`config.mk`:
```
export PLATFORM = sky130hd
export DESIGN_NAME = power_stage_protection_mode_ctrl
export DESIGN_NICKNAME = d
export VERILOG_FILES = /design/src/core/protect_pkg.sv /design/src/core/power_stage_protection_mode_ctrl.sv /design/src/core/sync3.sv
export SDC_FILE = /design/constraint.sdc
export NUM_CORES = 1
export LEC_CHECK = 0
export BUFFER_PORTS_ARGS = -buffer_cell sky130_fd_sc_hd__buf_2
export CORE_ASPECT_RATIO = 1.5
export CORE_MARGIN = 5
export CORE_UTILIZATION = 50
export CTS_BUF_LIST = sky130_fd_sc_hd__clkbuf_8 sky130_fd_sc_hd__clkbuf_16
export DETAILED_ROUTE_END_ITERATION = 10
export PLACE_DENSITY = 0.68
export SLEW_MARGIN = 20
export SYNTH_ARGS = -nofsm -noshare
export SYNTH_HDL_FRONTEND = slang
export SYNTH_HIERARCHICAL = 1
export SYNTH_SLANG_ARGS = --single-unit
```
`constraint.sdc`:
```
create_clock -name clk_i -period 2.4 [get_ports clk_i]
set_input_delay 0.48 -clock clk_i [delete_from_list [all_inputs] [get_ports clk_i]]
set_output_delay 0.48 -clock clk_i [all_outputs]
set_load 0.02 [all_outputs]
```
`src/core/protect_pkg.sv`:
```
// package with constants for the power stage protection mode control
// How it works
// RL1: autorecovery mode keeps all protection active; errors go hi-z, then recover alone.
// RL2: recovery delay counts input pwm cycles, not a fixed time base.
// RL3: one recovery counter serves both half-bridge channel pairs.
// RL4: an error sets the protection latch, forcing hi-z, and zeroes the counter.
// RL5: at half count the latch clears but outputs stay hi-z.
// RL6: at the full count of 512 pwm cycles switching resumes.
// RL7: latching mode holds hi-z after any error until reset is pulsed.
// RL8: controller recovers a latched shutdown by pulsing reset low then high.
// RL9: protection-off mode ignores all errors and never forces hi-z.
// RL10: protection mode is read from two strap pins.
// RL11: strap a=0, b=1 selects latching shutdown; other codes reserved.
// RL12: output config strap 0 selects bridge-tied load; 1 reserved.
// RL13: errors are overcurrent on any transistor, overtemperature, gate-supply undervoltage.
// RL14: falling reset edge clears the latch; rising reset resumes switching.
// RL15: fault output low in protection with reset high; forced high while reset low.
// RL16: fault still present at recovery end relatches and restarts the counter.
package protect_pkg;
	localparam int RECOVERY_CYCLES = 512;
	localparam int CNT_W = 10;
	localparam logic [1:0] STRAP_AUTORECOVER = 2'h0;
	localparam logic [1:0] STRAP_LATCHING = 2'h1;
	localparam logic [1:0] STRAP_PROTECT_OFF = 2'h2;
	localparam logic OUTPUT_BTL = 1'h0;
	localparam int NUM_HALF_BRIDGE = 4;

	typedef enum logic [2:0] {
		AUTORECOVER_PROTECT_MODE = 3'h1,
		LATCHING_SHUTDOWN_MODE = 3'h2,
		PROTECTION_OFF_TEST_MODE = 3'h4
	} prot_mode_type;

	typedef enum logic [3:0] {
		ST_RUN = 4'h1,
		ST_LATCHED = 4'h2,
		ST_HOLD_HIZ = 4'h4,
		ST_MUTED = 4'h8
	} prot_state_type;

	function automatic prot_mode_type decode_mode(input logic [1:0] code);
		unique case (code)
			STRAP_LATCHING: decode_mode = LATCHING_SHUTDOWN_MODE;
			STRAP_PROTECT_OFF: decode_mode = PROTECTION_OFF_TEST_MODE;
			default: decode_mode = AUTORECOVER_PROTECT_MODE;
		endcase
	endfunction : decode_mode
endpackage : protect_pkg

```
`src/core/power_stage_protection_mode_ctrl.sv`:
```
// protection mode control for a stereo pwm power stage
`timescale 1ns/10ps
module power_stage_protection_mode_ctrl
	import protect_pkg::*;
#(
	parameter int RECOVERY_COUNT = protect_pkg::RECOVERY_CYCLES
) (
	input wire logic clk_i,
	input wire logic reset_i,
	input wire logic clk_en_i,
	input wire logic pwm_drive_input_i,
	input wire logic reset_n_i,
	input wire logic [protect_pkg::NUM_HALF_BRIDGE-1:0] oc_high_side_i,
	input wire logic [protect_pkg::NUM_HALF_BRIDGE-1:0] oc_low_side_i,
	input wire logic overtemp_error_i,
	input wire logic gate_undervoltage_i,
	input wire logic protect_sel_strap_a_i,
	input wire logic protect_sel_strap_b_i,
	input wire logic output_config_strap_i,
	output logic hiz_o,
	output logic protect_latch_o,
	output logic fault_report_n_o,
	output logic fault_report_n_oe_o,
	output logic [1:0] protect_mode_o,
	output logic strap_reserved_o,
	output logic btl_mode_o
);
	localparam logic [CNT_W-1:0] HALF_CNT = CNT_W'(RECOVERY_COUNT / 2);
	localparam logic [CNT_W-1:0] FULL_CNT = CNT_W'(RECOVERY_COUNT);

	// pin inputs: pwm, reset_n, and all error sources
	localparam int SW = 2 + 2 * NUM_HALF_BRIDGE + 2;
	logic [SW-1:0] pins_raw;
	logic [SW-1:0] pins_sync;
	logic [SW-1:0] pins_init;
	assign pins_raw = {pwm_drive_input_i, reset_n_i, oc_high_side_i, oc_low_side_i,
		overtemp_error_i, gate_undervoltage_i};
	assign pins_init = {2'h0, {(SW-2){1'b0}}};

	sync3 #(.W(SW)) u_sync (
		.clk_i(clk_i),
		.reset_i(reset_i),
		.en_i(clk_en_i),
		.d_i(pins_raw),
		.init_i(pins_init),
		.q_o(pins_sync)
	);

	wire pwm_s = pins_sync[SW-1];
	wire rst_n_s = pins_sync[SW-2];
	wire [NUM_HALF_BRIDGE-1:0] ochs_s = pins_sync[2*NUM_HALF_BRIDGE+1:NUM_HALF_BRIDGE+2];
	wire [NUM_HALF_BRIDGE-1:0] ocls_s = pins_sync[NUM_HALF_BRIDGE+1:2];
	wire ot_s = pins_sync[1];
	wire uv_s = pins_sync[0];

	// straps caught once after reset release, since they never move in use
	logic strap_taken_ff;
	logic [1:0] strap_ff;
	logic cfg_ff;
	always_ff @(posedge clk_i or posedge reset_i) begin
		if (reset_i) begin
			strap_taken_ff <= 1'b0;
			strap_ff <= STRAP_LATCHING;
			cfg_ff <= OUTPUT_BTL;
		end else if (clk_en_i && !strap_taken_ff) begin
			strap_taken_ff <= 1'b1;
			strap_ff <= {protect_sel_strap_a_i, protect_sel_strap_b_i}; // see RL10
			cfg_ff <= output_config_strap_i;
		end
	end

	wire prot_mode_type mode = decode_mode(strap_ff); // see RL11
	wire mode_auto = (mode == AUTORECOVER_PROTECT_MODE);
	wire mode_latch = (mode == LATCHING_SHUTDOWN_MODE);
	wire mode_off = (mode == PROTECTION_OFF_TEST_MODE);

	// any error from either channel pair feeds one shared path
	wire any_error = (|ochs_s) | (|ocls_s) | ot_s | uv_s; // see RL13 see RL3
	wire err_live = any_error && !mode_off && strap_taken_ff; // see RL9

	// pwm rising edge drives the recovery counter
	logic pwm_d_ff;
	logic rst_n_d_ff;
	wire pwm_rise = pwm_s && !pwm_d_ff; // see RL2
	wire rst_fall = !rst_n_s && rst_n_d_ff;

	prot_state_type state_ff;
	prot_state_type nxt_state;
	logic latch_ff;
	logic nxt_latch;
	logic [CNT_W-1:0] cnt_ff;
	logic [CNT_W-1:0] nxt_cnt;

	wire cnt_inc = pwm_rise && (state_ff == ST_LATCHED || state_ff == ST_HOLD_HIZ);
	wire [CNT_W-1:0] cnt_up = cnt_ff + CNT_W'(1);
	wire at_half = cnt_inc && (cnt_up == HALF_CNT); // see RL5
	wire at_full = cnt_inc && (cnt_up == FULL_CNT); // see RL6

	always_comb begin
		nxt_state = state_ff;
		nxt_latch = latch_ff;
		nxt_cnt = cnt_inc ? cnt_up : cnt_ff;
		if (!rst_n_s) begin
			nxt_state = ST_MUTED;
			if (rst_fall) begin
				nxt_latch = 1'b0; // see RL14 see RL8
			end
			nxt_cnt = '0;
		end else begin
			unique case (state_ff)
				ST_RUN: begin
					if (err_live) begin
						nxt_state = ST_LATCHED; // see RL4 see RL1 see RL7
						nxt_latch = 1'b1;
						nxt_cnt = '0;
					end
				end
				ST_LATCHED: begin
					if (mode_off) begin
						nxt_state = ST_RUN;
						nxt_latch = 1'b0;
					end else if (mode_auto && at_half) begin
						nxt_state = ST_HOLD_HIZ; // see RL5
						nxt_latch = 1'b0;
					end else if (!mode_auto) begin
						nxt_cnt = '0; // see RL7
					end
				end
				ST_HOLD_HIZ: begin
					if (at_full && err_live) begin
						nxt_state = ST_LATCHED; // see RL16
						nxt_latch = 1'b1;
						nxt_cnt = '0;
					end else if (at_full) begin
						nxt_state = ST_RUN; // see RL6 see RL1
						nxt_cnt = '0;
					end
				end
				ST_MUTED: begin
					nxt_state = ST_RUN; // see RL14
					nxt_cnt = '0;
				end
			endcase
		end
	end

	always_ff @(posedge clk_i or posedge reset_i) begin
		if (reset_i) begin
			state_ff <= ST_MUTED;
			latch_ff <= 1'b0;
			cnt_ff <= '0;
			pwm_d_ff <= 1'b0;
			rst_n_d_ff <= 1'b0;
		end else if (clk_en_i) begin
			state_ff <= nxt_state;
			latch_ff <= nxt_latch;
			cnt_ff <= nxt_cnt;
			pwm_d_ff <= pwm_s;
			rst_n_d_ff <= rst_n_s;
		end
	end

	// fault pin is open drain; pulling low only in protection with reset high
	logic fault_ff;
	wire in_protect = (state_ff == ST_LATCHED) || (state_ff == ST_HOLD_HIZ);
	always_ff @(posedge clk_i or posedge reset_i) begin
		if (reset_i) begin
			fault_ff <= 1'b0;
		end else if (clk_en_i) begin
			fault_ff <= in_protect && rst_n_s; // see RL15
		end
	end

	assign hiz_o = (state_ff != ST_RUN);
	assign protect_latch_o = latch_ff;
	assign fault_report_n_o = 1'b0;
	assign fault_report_n_oe_o = fault_ff;
	assign protect_mode_o = strap_ff;
	assign strap_reserved_o = (strap_ff != STRAP_LATCHING) || (cfg_ff != OUTPUT_BTL); // see RL12
	assign btl_mode_o = (cfg_ff == OUTPUT_BTL);
endmodule : power_stage_protection_mode_ctrl

```
`src/core/sync3.sv`:
```
// three-stage synchroniser with agreement filter for pin inputs
`timescale 1ns/10ps
module sync3 #(
	parameter int W = 1
) (
	input wire logic clk_i,
	input wire logic reset_i,
	input wire logic en_i,
	input wire logic [W-1:0] d_i,
	input wire logic [W-1:0] init_i,
	output logic [W-1:0] q_o
);
	logic [W-1:0] s1_ff;
	logic [W-1:0] s2_ff;
	logic [W-1:0] s3_ff;
	logic [W-1:0] q_ff;
	logic [W-1:0] nxt_q;
	logic primed_ff;

	// a bit only changes once stage two and three agree
	assign nxt_q = primed_ff ? ((s2_ff & s3_ff) | (q_ff & (s2_ff | s3_ff))) : init_i;
	assign q_o = q_ff;

	always_ff @(posedge clk_i or posedge reset_i) begin
		if (reset_i) begin
			s1_ff <= '0;
			s2_ff <= '0;
			s3_ff <= '0;
			q_ff <= '0;
			primed_ff <= 1'b0;
		end else if (en_i) begin
			s1_ff <= d_i;
			s2_ff <= s1_ff;
			s3_ff <= s2_ff;
			q_ff <= nxt_q;
			primed_ff <= 1'b1;
		end
	end
endmodule : sync3

```
Word level (Yosys, flattened, before mapping)
Cells that the tools add are included.
{"block": "word_totals", "register_bits": 71, "input_bits": 18}
{"block": "classes", "add_sub_neg": 1, "n_eq_ne": 17, "mux": 25, "n_bitwise": 8, "reduce_logical": 22}
{"operator": "two-way mux 10 bit", "n": 8}
{"operator": "case mux 10 bit (4 select lines)", "n": 1}
{"operator": "AND 12 bit", "n": 2}
{"operator": "two-way mux 4 bit", "n": 6}
{"operator": "bitwise OR 12 bit", "n": 2}
{"operator": "case mux 4 bit (4 select lines)", "n": 1}
{"operator": "two-way mux 12 bit", "n": 1}
{"operator": "!= test 4 bit (second input constant)", "n": 3}
{"operator": "logical AND 1 bit", "n": 11}
{"operator": "adder 10 x 1 -> 10 bit (second input constant)", "n": 1}
{"operator": "== test 10 bit (second input constant)", "n": 1}
{"operator": "== test 10 x 9 -> 1 bit (second input constant)", "n": 1}
{"operator": "OR reduction 4 bit", "n": 2}
{"operator": "two-way mux 1 bit", "n": 6}
{"operator": "!= test 3 bit (second input constant)", "n": 2}
{"operator": "case mux 3 bit (2 select lines)", "n": 1}
{"operator": "AND reduction 6 bit", "n": 1}
{"operator": "== test 4 x 1 -> 1 bit (second input constant)", "n": 1}
{"operator": "== test 4 x 2 -> 1 bit (second input constant)", "n": 1}
{"operator": "== test 4 x 3 -> 1 bit (second input constant)", "n": 1}
{"operator": "== test 4 bit (second input constant)", "n": 1}
{"operator": "zero test 1 bit", "n": 4}
{"operator": "!= test 4 x 1 -> 1 bit (second input constant)", "n": 1}
{"operator": "AND reduction 4 bit", "n": 1}
{"operator": "10 further kinds", "n": 13}

Longest topological paths before layout
Gate-level depths: netlist of the first run.
{"block": "logic_depth", "ltp_word": 10, "mapped_depth": 9}

Hierarchy
The synthesis of the first run kept the hierarchy.
{"module": "sync3", "instances": 1, "cells_per_inst": 170, "area_each_um2": 2282.2, "seq_area_each_um2": 1226.2}
{"module": "power_stage_protection_mode_ctrl", "instances": 1, "cells_per_inst": 204, "area_each_um2": 1720.4, "seq_area_each_um2": 553.0}

Least setup slack after synthesis of the first run
Ideal clock, no wire load.
{"block": "synth_timing", "path_kind": "reg2reg", "from": "register strap_ff[0], in the netlist protect_mode_o[0]", "to": "register latch_ff, in the netlist protect_latch_o", "t_arrival_ps": 2108, "slack_ps": 162, "stages_incl_launch_ff": 9, "path_buffers": 0, "synth_period_minus_slack_ps": 2238, "path_cell_list": "dfstp_2 inv_1 ha_1 a311oi_1 o21ai_1 or4_4 a22oi_2 mux2_1 o211ai_1"}
{"block": "synth_via", "elab_chain_cells": 9, "word_cells_on_any_way": 17, "cone_classes": "eq/ne (7); mux (4); reduce/logical (6)"}
{"element": "start, declared", "line_no": "power_stage_protection_mode_ctrl.sv:58", "rtl": "logic [1:0] strap_ff;"}
{"element": "start signal, assigned", "line_no": "power_stage_protection_mode_ctrl.sv:67", "rtl": "strap_ff <= {protect_sel_strap_a_i, protect_sel_strap_b_i};"}
{"element": "== test 2 bit / == test 2 x 1 -> 1 bit (equally long branches)", "line_no": "protect_pkg.sv:42", "rtl": "unique case (code)"}
{"element": "case mux 3 bit (2 select lines) (*)", "line_no": "protect_pkg.sv:42"}
{"element": "== test 3 bit", "line_no": "power_stage_protection_mode_ctrl.sv:75", "rtl": "wire mode_off = (mode == PROTECTION_OFF_TEST_MODE);"}
{"element": "zero test 1 bit", "line_no": "power_stage_protection_mode_ctrl.sv:79", "rtl": "wire err_live = any_error && !mode_off && strap_taken_ff;"}
{"element": "logical AND 1 bit (2 in series)", "line_no": "power_stage_protection_mode_ctrl.sv:79"}
{"element": "logical AND 1 bit", "line_no": "power_stage_protection_mode_ctrl.sv:130", "rtl": "if (at_full && err_live) begin"}
{"element": "!= test 3 bit (no source line)"}
{"element": "AND reduction 6 bit (no source line)"}
{"element": "end signal, assigned", "line_no": "power_stage_protection_mode_ctrl.sv:156", "rtl": "latch_ff <= nxt_latch;"}
{"element": "end, declared", "line_no": "power_stage_protection_mode_ctrl.sv:89", "rtl": "logic latch_ff;"}
Every way passes the cells marked *; elsewhere a longest branch is shown, timed or not.
A chain may end at the register's enable or synchronous reset.

Final worst setup path of the first run
Same ends and word-level chain as after synthesis.

==> run_results.csv, run 1 <==
group,metric,value,unit
status,status,"finished clean",
synth,yosys_warnings,6,
grt,overflow,0,
grt,grt_antenna_before_repair,0,
sta,min_period_over_period,95.6,%
critical_path,crit_fanout,4,
critical_path,startpoint_type,"flip-flop",
synth,synth_top_cell_by_area,"dfrtp_1",
sta,setup_viol,0,
grt,track_usage,17.4,%
clock_network,cts_made_buffers,9,
critical_path,rrSetupSlack,110,ps
place,io_buffers,24,
power_and_ir_drop,p_leak,0.00203,uW
critical_path,crit_end,"protect_latch_o$_DFFE_PP0P_",
critical_path,cp_cell_sequence,"inv_1 > ha_1 > a311oi_2 > o21ai_1 > or4_4 > a22oi_2 > mux2_1 > o211ai_1",
sta,fin_skew,6.45,ps
synth,syn_inst,374,
floorplanning,die_w,83.1,um
layout,final_core_util,58.4,%
synth,synth.cell_area,4000,sq um
power_and_ir_drop,intPower,2770,uW
sta,tns,0,ps
clock_network,clock_latency,330,ps
routing,first_pass_iters,4,
grt,grt_max_degree,39,
sta,finalCriticalPeriod,2290,ps
routing,route.detailed.drc,0,
sta,worst_pin_slew,569,ps
sta,final-hold-violation-count,0,
power_and_ir_drop,power_density,826,nW/um^2
synth,synth_cell_types,66,
synth,synthTopCellsByArea,"dfrtp_1 43%, mux2_4 13%, o21ai_0 4.0%",
sta,slew_violations,0,
clock_network,cts_num_sinks,71,
layout,final.fill_count,722,
clock_network,path_clk_slew,60,ps
critical_path,slowest_stage,"dfstp_2",
synth,synth_seq_area_share,44.5,%
clock_network,cts_max_level,3,
worst_hold_path,hold_class,"input port to asynchronous set/reset pin",
floorplanning,start_util,50.6,%
critical_path,crit_cells,8,
critical_path,crit_buf_inv,1,
power_and_ir_drop,power.switching,1050,uW
layout,fin_nets,440,
synth,yosysMostFrequentCell,"dfrtp_1",
layout,area_growth,15.3,%
floorplanning,rows,40,
critical_path,critical_path_arrival,2510,ps
clock_network,clk_path_buf_depth,2,
place,routabilityCongestion,0.876,
routing,ant_nets,0,
routing,drt_iter0_drc,114,
synth,synth_top_area_share,43.1,%
sta,slew_headroom,61.7,%
critical_path,r2r-start,"protect_mode_o[0]$_DFFE_PP1P_",
grt,grt_pass1_wl,13900,um
critical_path,rr_endpoint,"protect_latch_o$_DFFE_PP0P_",
synth,synth-seq-cells,71,
layout,antenna_cells,0,
clock_network,cts_tree,"done",
sta,max_freq,0.436,GHz
power_and_ir_drop,combPwrFrac,19.8,%
critical_path,critPathMaxStageDelay,530,ps
grt,grt_pass1_vias,2785,
routing,wirelength,8110,um
power_and_ir_drop,pwr-share-seq,42.8,%
routing,vias,2901,
power_and_ir_drop,swShare,27.4,%
critical_path,r2r_cells,8,
power_and_ir_drop,ir_drop,0.560,mV
routing,via_per_inst,5.49,
place,hpwlAfterDp,5810,um
synth,synthFlopType,"dfrtp_1",
run,cap_violations,0,
power_and_ir_drop,clock_power_share,37.5,%
critical_path,critPathTopFamily,"compound AO/OA/AOI/OAI gates",
synth,async_reset_ff_share,100,%
synth,avgSynthCellArea,10.7,sq um
routing,routedWlPerCell,15.4,um
critical_path,critPathKind,"flip-flop to flip-flop",
floorplanning,dieArea,9930,sq um
floorplanning,coreArea,7910,sq um
critical_path,cp-startpoint,"protect_mode_o[0]$_DFFE_PP1P_",
critical_path,critPathCaptureType,"flip-flop",
synth,synth_edf_count,0,
synth,synth_common_cells,"69 x dfrtp_1, 35 x mux2_4, 32 x o21ai_0",
floorplanning,die_y,120,um
critical_path,crit_required,2610,ps
floorplanning,ioPinCount,26,
sta,rsz0062_at_grt,"no",
layout,drive_gt1_share,30.5,%
clock_network,root_buffer,"clkbuf_16",
-- layer usage --
metal / track usage [%] / vias up / wire length [um]
met5: 0 / - / 0
met4: 7.87 / 0 / 201
met3: 4.60 / 14 / 258
met2: 28.9 / 47 / 4100
met1: 21.2 / 1422 / 3560
li1: - / 1418 / -
-- cell usage in the layout, fill, tap and decap left out, drive strengths merged, types with 5 or more instances in the layout --
cell type / n
dfrtp: 69
buf: 47
o21ai: 44
mux2: 38
nand2: 29
inv: 26
nand3: 23
conb: 13
nor2: 12
a22o: 12
clkbuf: 10
nor3: 9
a21oi: 7
or2: 5
-- stage by stage --
| step | worst slack [ps] | cells | power [uW] | hold WS (ps) | cell area [sq um] |
|---|---|---|---|---|---|
| after global placement | 92.6 | 511 | 2370 | 467 | 4260 |
| after global routing | 3.65 | 528 | 4010 | 172 | 4620 |
| final | 106 | 528 | 3810 | 144 | 4620 |
| after detailed placement | 40.7 | 511 | 2390 | 481 | 4260 |
| after CTS | 35.2 | 527 | 3840 | 150 | 4590 |
| after floorplan | 162 | 386 | 2220 | 449 | 4050 |
-- how the worst min path moves through the flow --
stage | startpoint | end | slack [ps]
2_1_floorplan | strap_taken_ff$_DFFE_PP0P_ | strap_taken_ff$_DFFE_PP0P_ | 450
3_3_place_gp | fault_report_n_oe_o$_DFFE_PP0P_ | fault_report_n_oe_o$_DFFE_PP0P_ | 470
3_5_place_dp | strap_taken_ff$_DFFE_PP0P_ | strap_taken_ff$_DFFE_PP0P_ | 480
4_1_cts | reset_i | u_sync/s3_ff[6]$_DFFE_PP0P_ | 150
5_1_grt | reset_i | u_sync/q_o[6]$_DFFE_PP0P_ | 170
6_report | reset_i | u_sync/s3_ff[6]$_DFFE_PP0P_ | 140
-- cell families (layout without fill, tap and decap cells) --
group / Yosys count / in the layout / share of synthesized area [%]
AO/OA/AOI/OAI: 99 / 99 / 17.8
XOR/XNOR: 3 / 3 / 0.657
adder cells (fa/ha/maj): 4 / 4 / 1.25
buffers and inverters: 52 / 89 / 7.53
flip-flops: 71 / 71 / 44.5
multiplexers: 39 / 39 / 14.2
other: 1 / 13 / 0.0937
AND/OR/NAND/NOR: 105 / 105 / 14.0
-- sequential cells by signal (all words and copies together) (netlist names) --
signal / cells
state_ff: 4
protect_latch_o: 1
fault_report_n_oe_o: 1
protect_mode_o: 2
u_sync/s2_ff: 12
pwm_d_ff: 1
cnt_ff: 10
u_sync/primed_ff: 1
rst_n_d_ff: 1
u_sync/q_o: 12
u_sync/s1_ff: 12
cfg_ff: 1
u_sync/s3_ff: 12
strap_taken_ff: 1
-- cell type report --
| cell class | instances | area [sq um] | area share [%] |
|---|---|---|---|
| clock buffers | 10 | 239 | 5.18 |
| clock inverters | 6 | 83.8 | 1.82 |
| inverters | 26 | 97.6 | 2.11 |
| multi-input cells | 263 | 1990 | 43.0 |
| flip-flops and latches | 71 | 1780 | 38.6 |
| well taps | 105 | 131 | 2.85 |
| repair buffers | 47 | 295 | 6.40 |
-- power groups by stage --
| stage | clock network [uW] | logic (uW) | registers (uW) |
|---|---|---|---|
| global placement | 0 | 733 | 1640 |
| finish | 1430 | 754 | 1630 |
| CTS | 1460 | 751 | 1630 |
| global route | 1520 | 833 | 1660 |
| floorplan | 0 | 648 | 1570 |
| detailed placement | 0 | 751 | 1640 |
-- what timing repair did --
action                     4_1_cts  5_1_grt
setup endpoints to repair        0        4
resized for setup                0        5
hold buffers                     0        0
setup buffers                    0        1
No activity file was read; power rests on OpenSTA's default activity.
==> run 2, diff against run 1 <==
CORE_UTILIZATION = 61   (was 50)
CTS_BUF_LIST = sky130_fd_sc_hd__clkbuf_4 sky130_fd_sc_hd__clkbuf_8 sky130_fd_sc_hd__clkbuf_16   (was sky130_fd_sc_hd__clkbuf_8 sky130_fd_sc_hd__clkbuf_16)
PLACE_DENSITY = 0.8   (was 0.68)
==> run_results.csv, run 2 (same netlist as run 1, synthesis figures left out) <==
group,metric,value,unit
clock_network,cts_tree,"done",
grt,track_usage,21.3,%
sta,final.setup.worst_slack,135,ps
routing,route.detailed.drc,0,
run,cap_violations,0,
routing,routedWlPerCell,16.9,um
critical_path,critical_path_arrival,2500,ps
place,io_buffers,24,
clock_network,cts_made_buffers,9,
floorplanning,coreArea,6440,sq um
clock_network,post_cts_buffers,0,
critical_path,r2r-start,"state_ff[0]$_DFFE_PP0P_",
routing,vias,3001,
layout,layout_common_cells,"68 x dfrtp_1, 35 x mux2_4, 32 x o21ai_0, 29 x nand2_1, 25 x inv_1",
sta,tns,0,ps
grt,gr-usage-met2,37.2,%
floorplanning,ioPinCount,26,
power_and_ir_drop,power_density,747,nW/um^2
sta,setup_viol,0,
critical_path,r2r_cells,8,
layout,area_growth,10.5,%
routing,first_pass_iters,5,
grt,grt_max_degree,37,
critical_path,critPathKind,"flip-flop to flip-flop",
sta,max_freq,0.441,GHz
routing,via_per_inst,6.04,
routing,drt_iter0_drc,128,
critical_path,crit_required,2630,ps
place,routabilityCongestion,0.943,
layout,antenna_cells,0,
sta,slew_headroom,43.7,%
power_and_ir_drop,power,3300,uW
critical_path,crit_fanout,6,
floorplanning,start_util,62.1,%
grt,grt_use_met3,5.37,%
clock_network,cts_max_level,3,
sta,min_period_over_period,94.4,%
status,status,"finished clean",
sta,finalCriticalPeriod,2270,ps
place,dp.cells,482,
clock_network,path_clk_slew,70,ps
grt,grt_pass1_vias,3026,
floorplanning,dieArea,8320,sq um
sta,rsz0062_at_grt,"no",
clock_network,clk_path_buf_depth,2,
clock_network,root_buffer,"clkbuf_8",
floorplanning,die_y,109,um
floorplanning,rows,36,
grt,met1_usage,22.7,%
grt,grt_pass1_wl,13900,um
sta,fin_skew,8.98,ps
critical_path,rrSetupSlack,130,ps
power_and_ir_drop,p_leak,0.00196,uW
place,pre_cts_ws,104,ps
sta,slew_violations,0,
layout,final_core_util,68.7,%
routing,ant_nets,0,
critical_path,startpoint_type,"flip-flop",
worst_hold_path,hold_class,"input port to asynchronous set/reset pin",
layout,fin_nets,439,
critical_path,critPathCaptureType,"flip-flop",
critical_path,rr_endpoint,"cnt_ff[8]$_DFFE_PP0P_",
layout,mostFrequentLayoutCell,"dfrtp_1",
layout,layout.cells.non_filler,497,
grt,grt.busiest_layer,"met2",
place,hpwlAfterDp,6070,um
sta,final-hold-violation-count,0,
floorplanning,die_w,76.1,um
power_and_ir_drop,ir_drop,0.628,mV
sta,worst_pin_slew,843,ps
grt,overflow,0,
clock_network,clock_latency,350,ps
layout,drive_gt1_share,29.7,%
grt,grt_antenna_before_repair,0,
clock_network,cts_num_sinks,71,
routing,wirelength,8380,um
run 2: how the worst max path moves through the flow:
| stage | from | end | cells after the start |
|---|---|---|---|
| floorplan | protect_mode_o[0]$_DFFE_PP1P_ | protect_latch_o$_DFFE_PP0P_ | 8 |
| global placement | cnt_ff[0]$_DFFE_PP0P_ | protect_latch_o$_DFFE_PP0P_ | 8 |
| detailed placement | protect_mode_o[0]$_DFFE_PP1P_ | protect_latch_o$_DFFE_PP0P_ | 8 |
| CTS | protect_mode_o[0]$_DFFE_PP1P_ | protect_latch_o$_DFFE_PP0P_ | 8 |
| global route | cnt_ff[3]$_DFFE_PP0P_ | protect_latch_o$_DFFE_PP0P_ | 7 |
| finish | state_ff[0]$_DFFE_PP0P_ | cnt_ff[8]$_DFFE_PP0P_ | 8 |
run 2: per-stage QoR:
| stage | area, sq um | hold WS [ps] |
|---|---|---|
| CTS | 4410 | 227 |
| global placement | 4230 | 480 |
| detailed placement | 4230 | 484 |
| global route | 4420 | 264 |
| floorplan | 4050 | 449 |
| finish | 4420 | 229 |
run 2: area by class of cell:
class / instances / area [sq um]
flip-flops and latches: 71 / 1780
well taps: 76 / 95.1
inverters: 26 / 97.6
fillers: 476 / 2020
repair buffers: 46 / 288
multi-input cells: 263 / 1980
clock buffers: 15 / 188
run 2: critical path, stage by stage (launching register included):
cell and delay, ps:
dfrtp_1 440, or2_4 290, nor3_2 280, buf_4 190, o2111a_1 200, and4b_4 270
o21a_2 150, o221ai_1 120, a21o_1 200
run 2: layer usage:
layer,up-vias,wire length (um)
met2,84,4350
met5,-,0
met4,0,459
met1,1461,3250
met3,37,319
li1,1419,-
run 2: what timing repair did:
| action | in CTS | in global routing |
|---|---|---|
| endpoints found under the hold margin | 0 | 0 |
| setup endpoints to repair | 0 | 2 |
| resized for setup | 0 | 2 |
| hold buffers | 0 | 0 |
run 2: report_power, final:
part / switching, uW / internal [uW] / leakage [uW] / total, uW
registers: 213 / 1420 / 0.000854 / 1630
logic: 362 / 410 / 0.00101 / 772
clock network: 409 / 490 / 0.000100 / 900
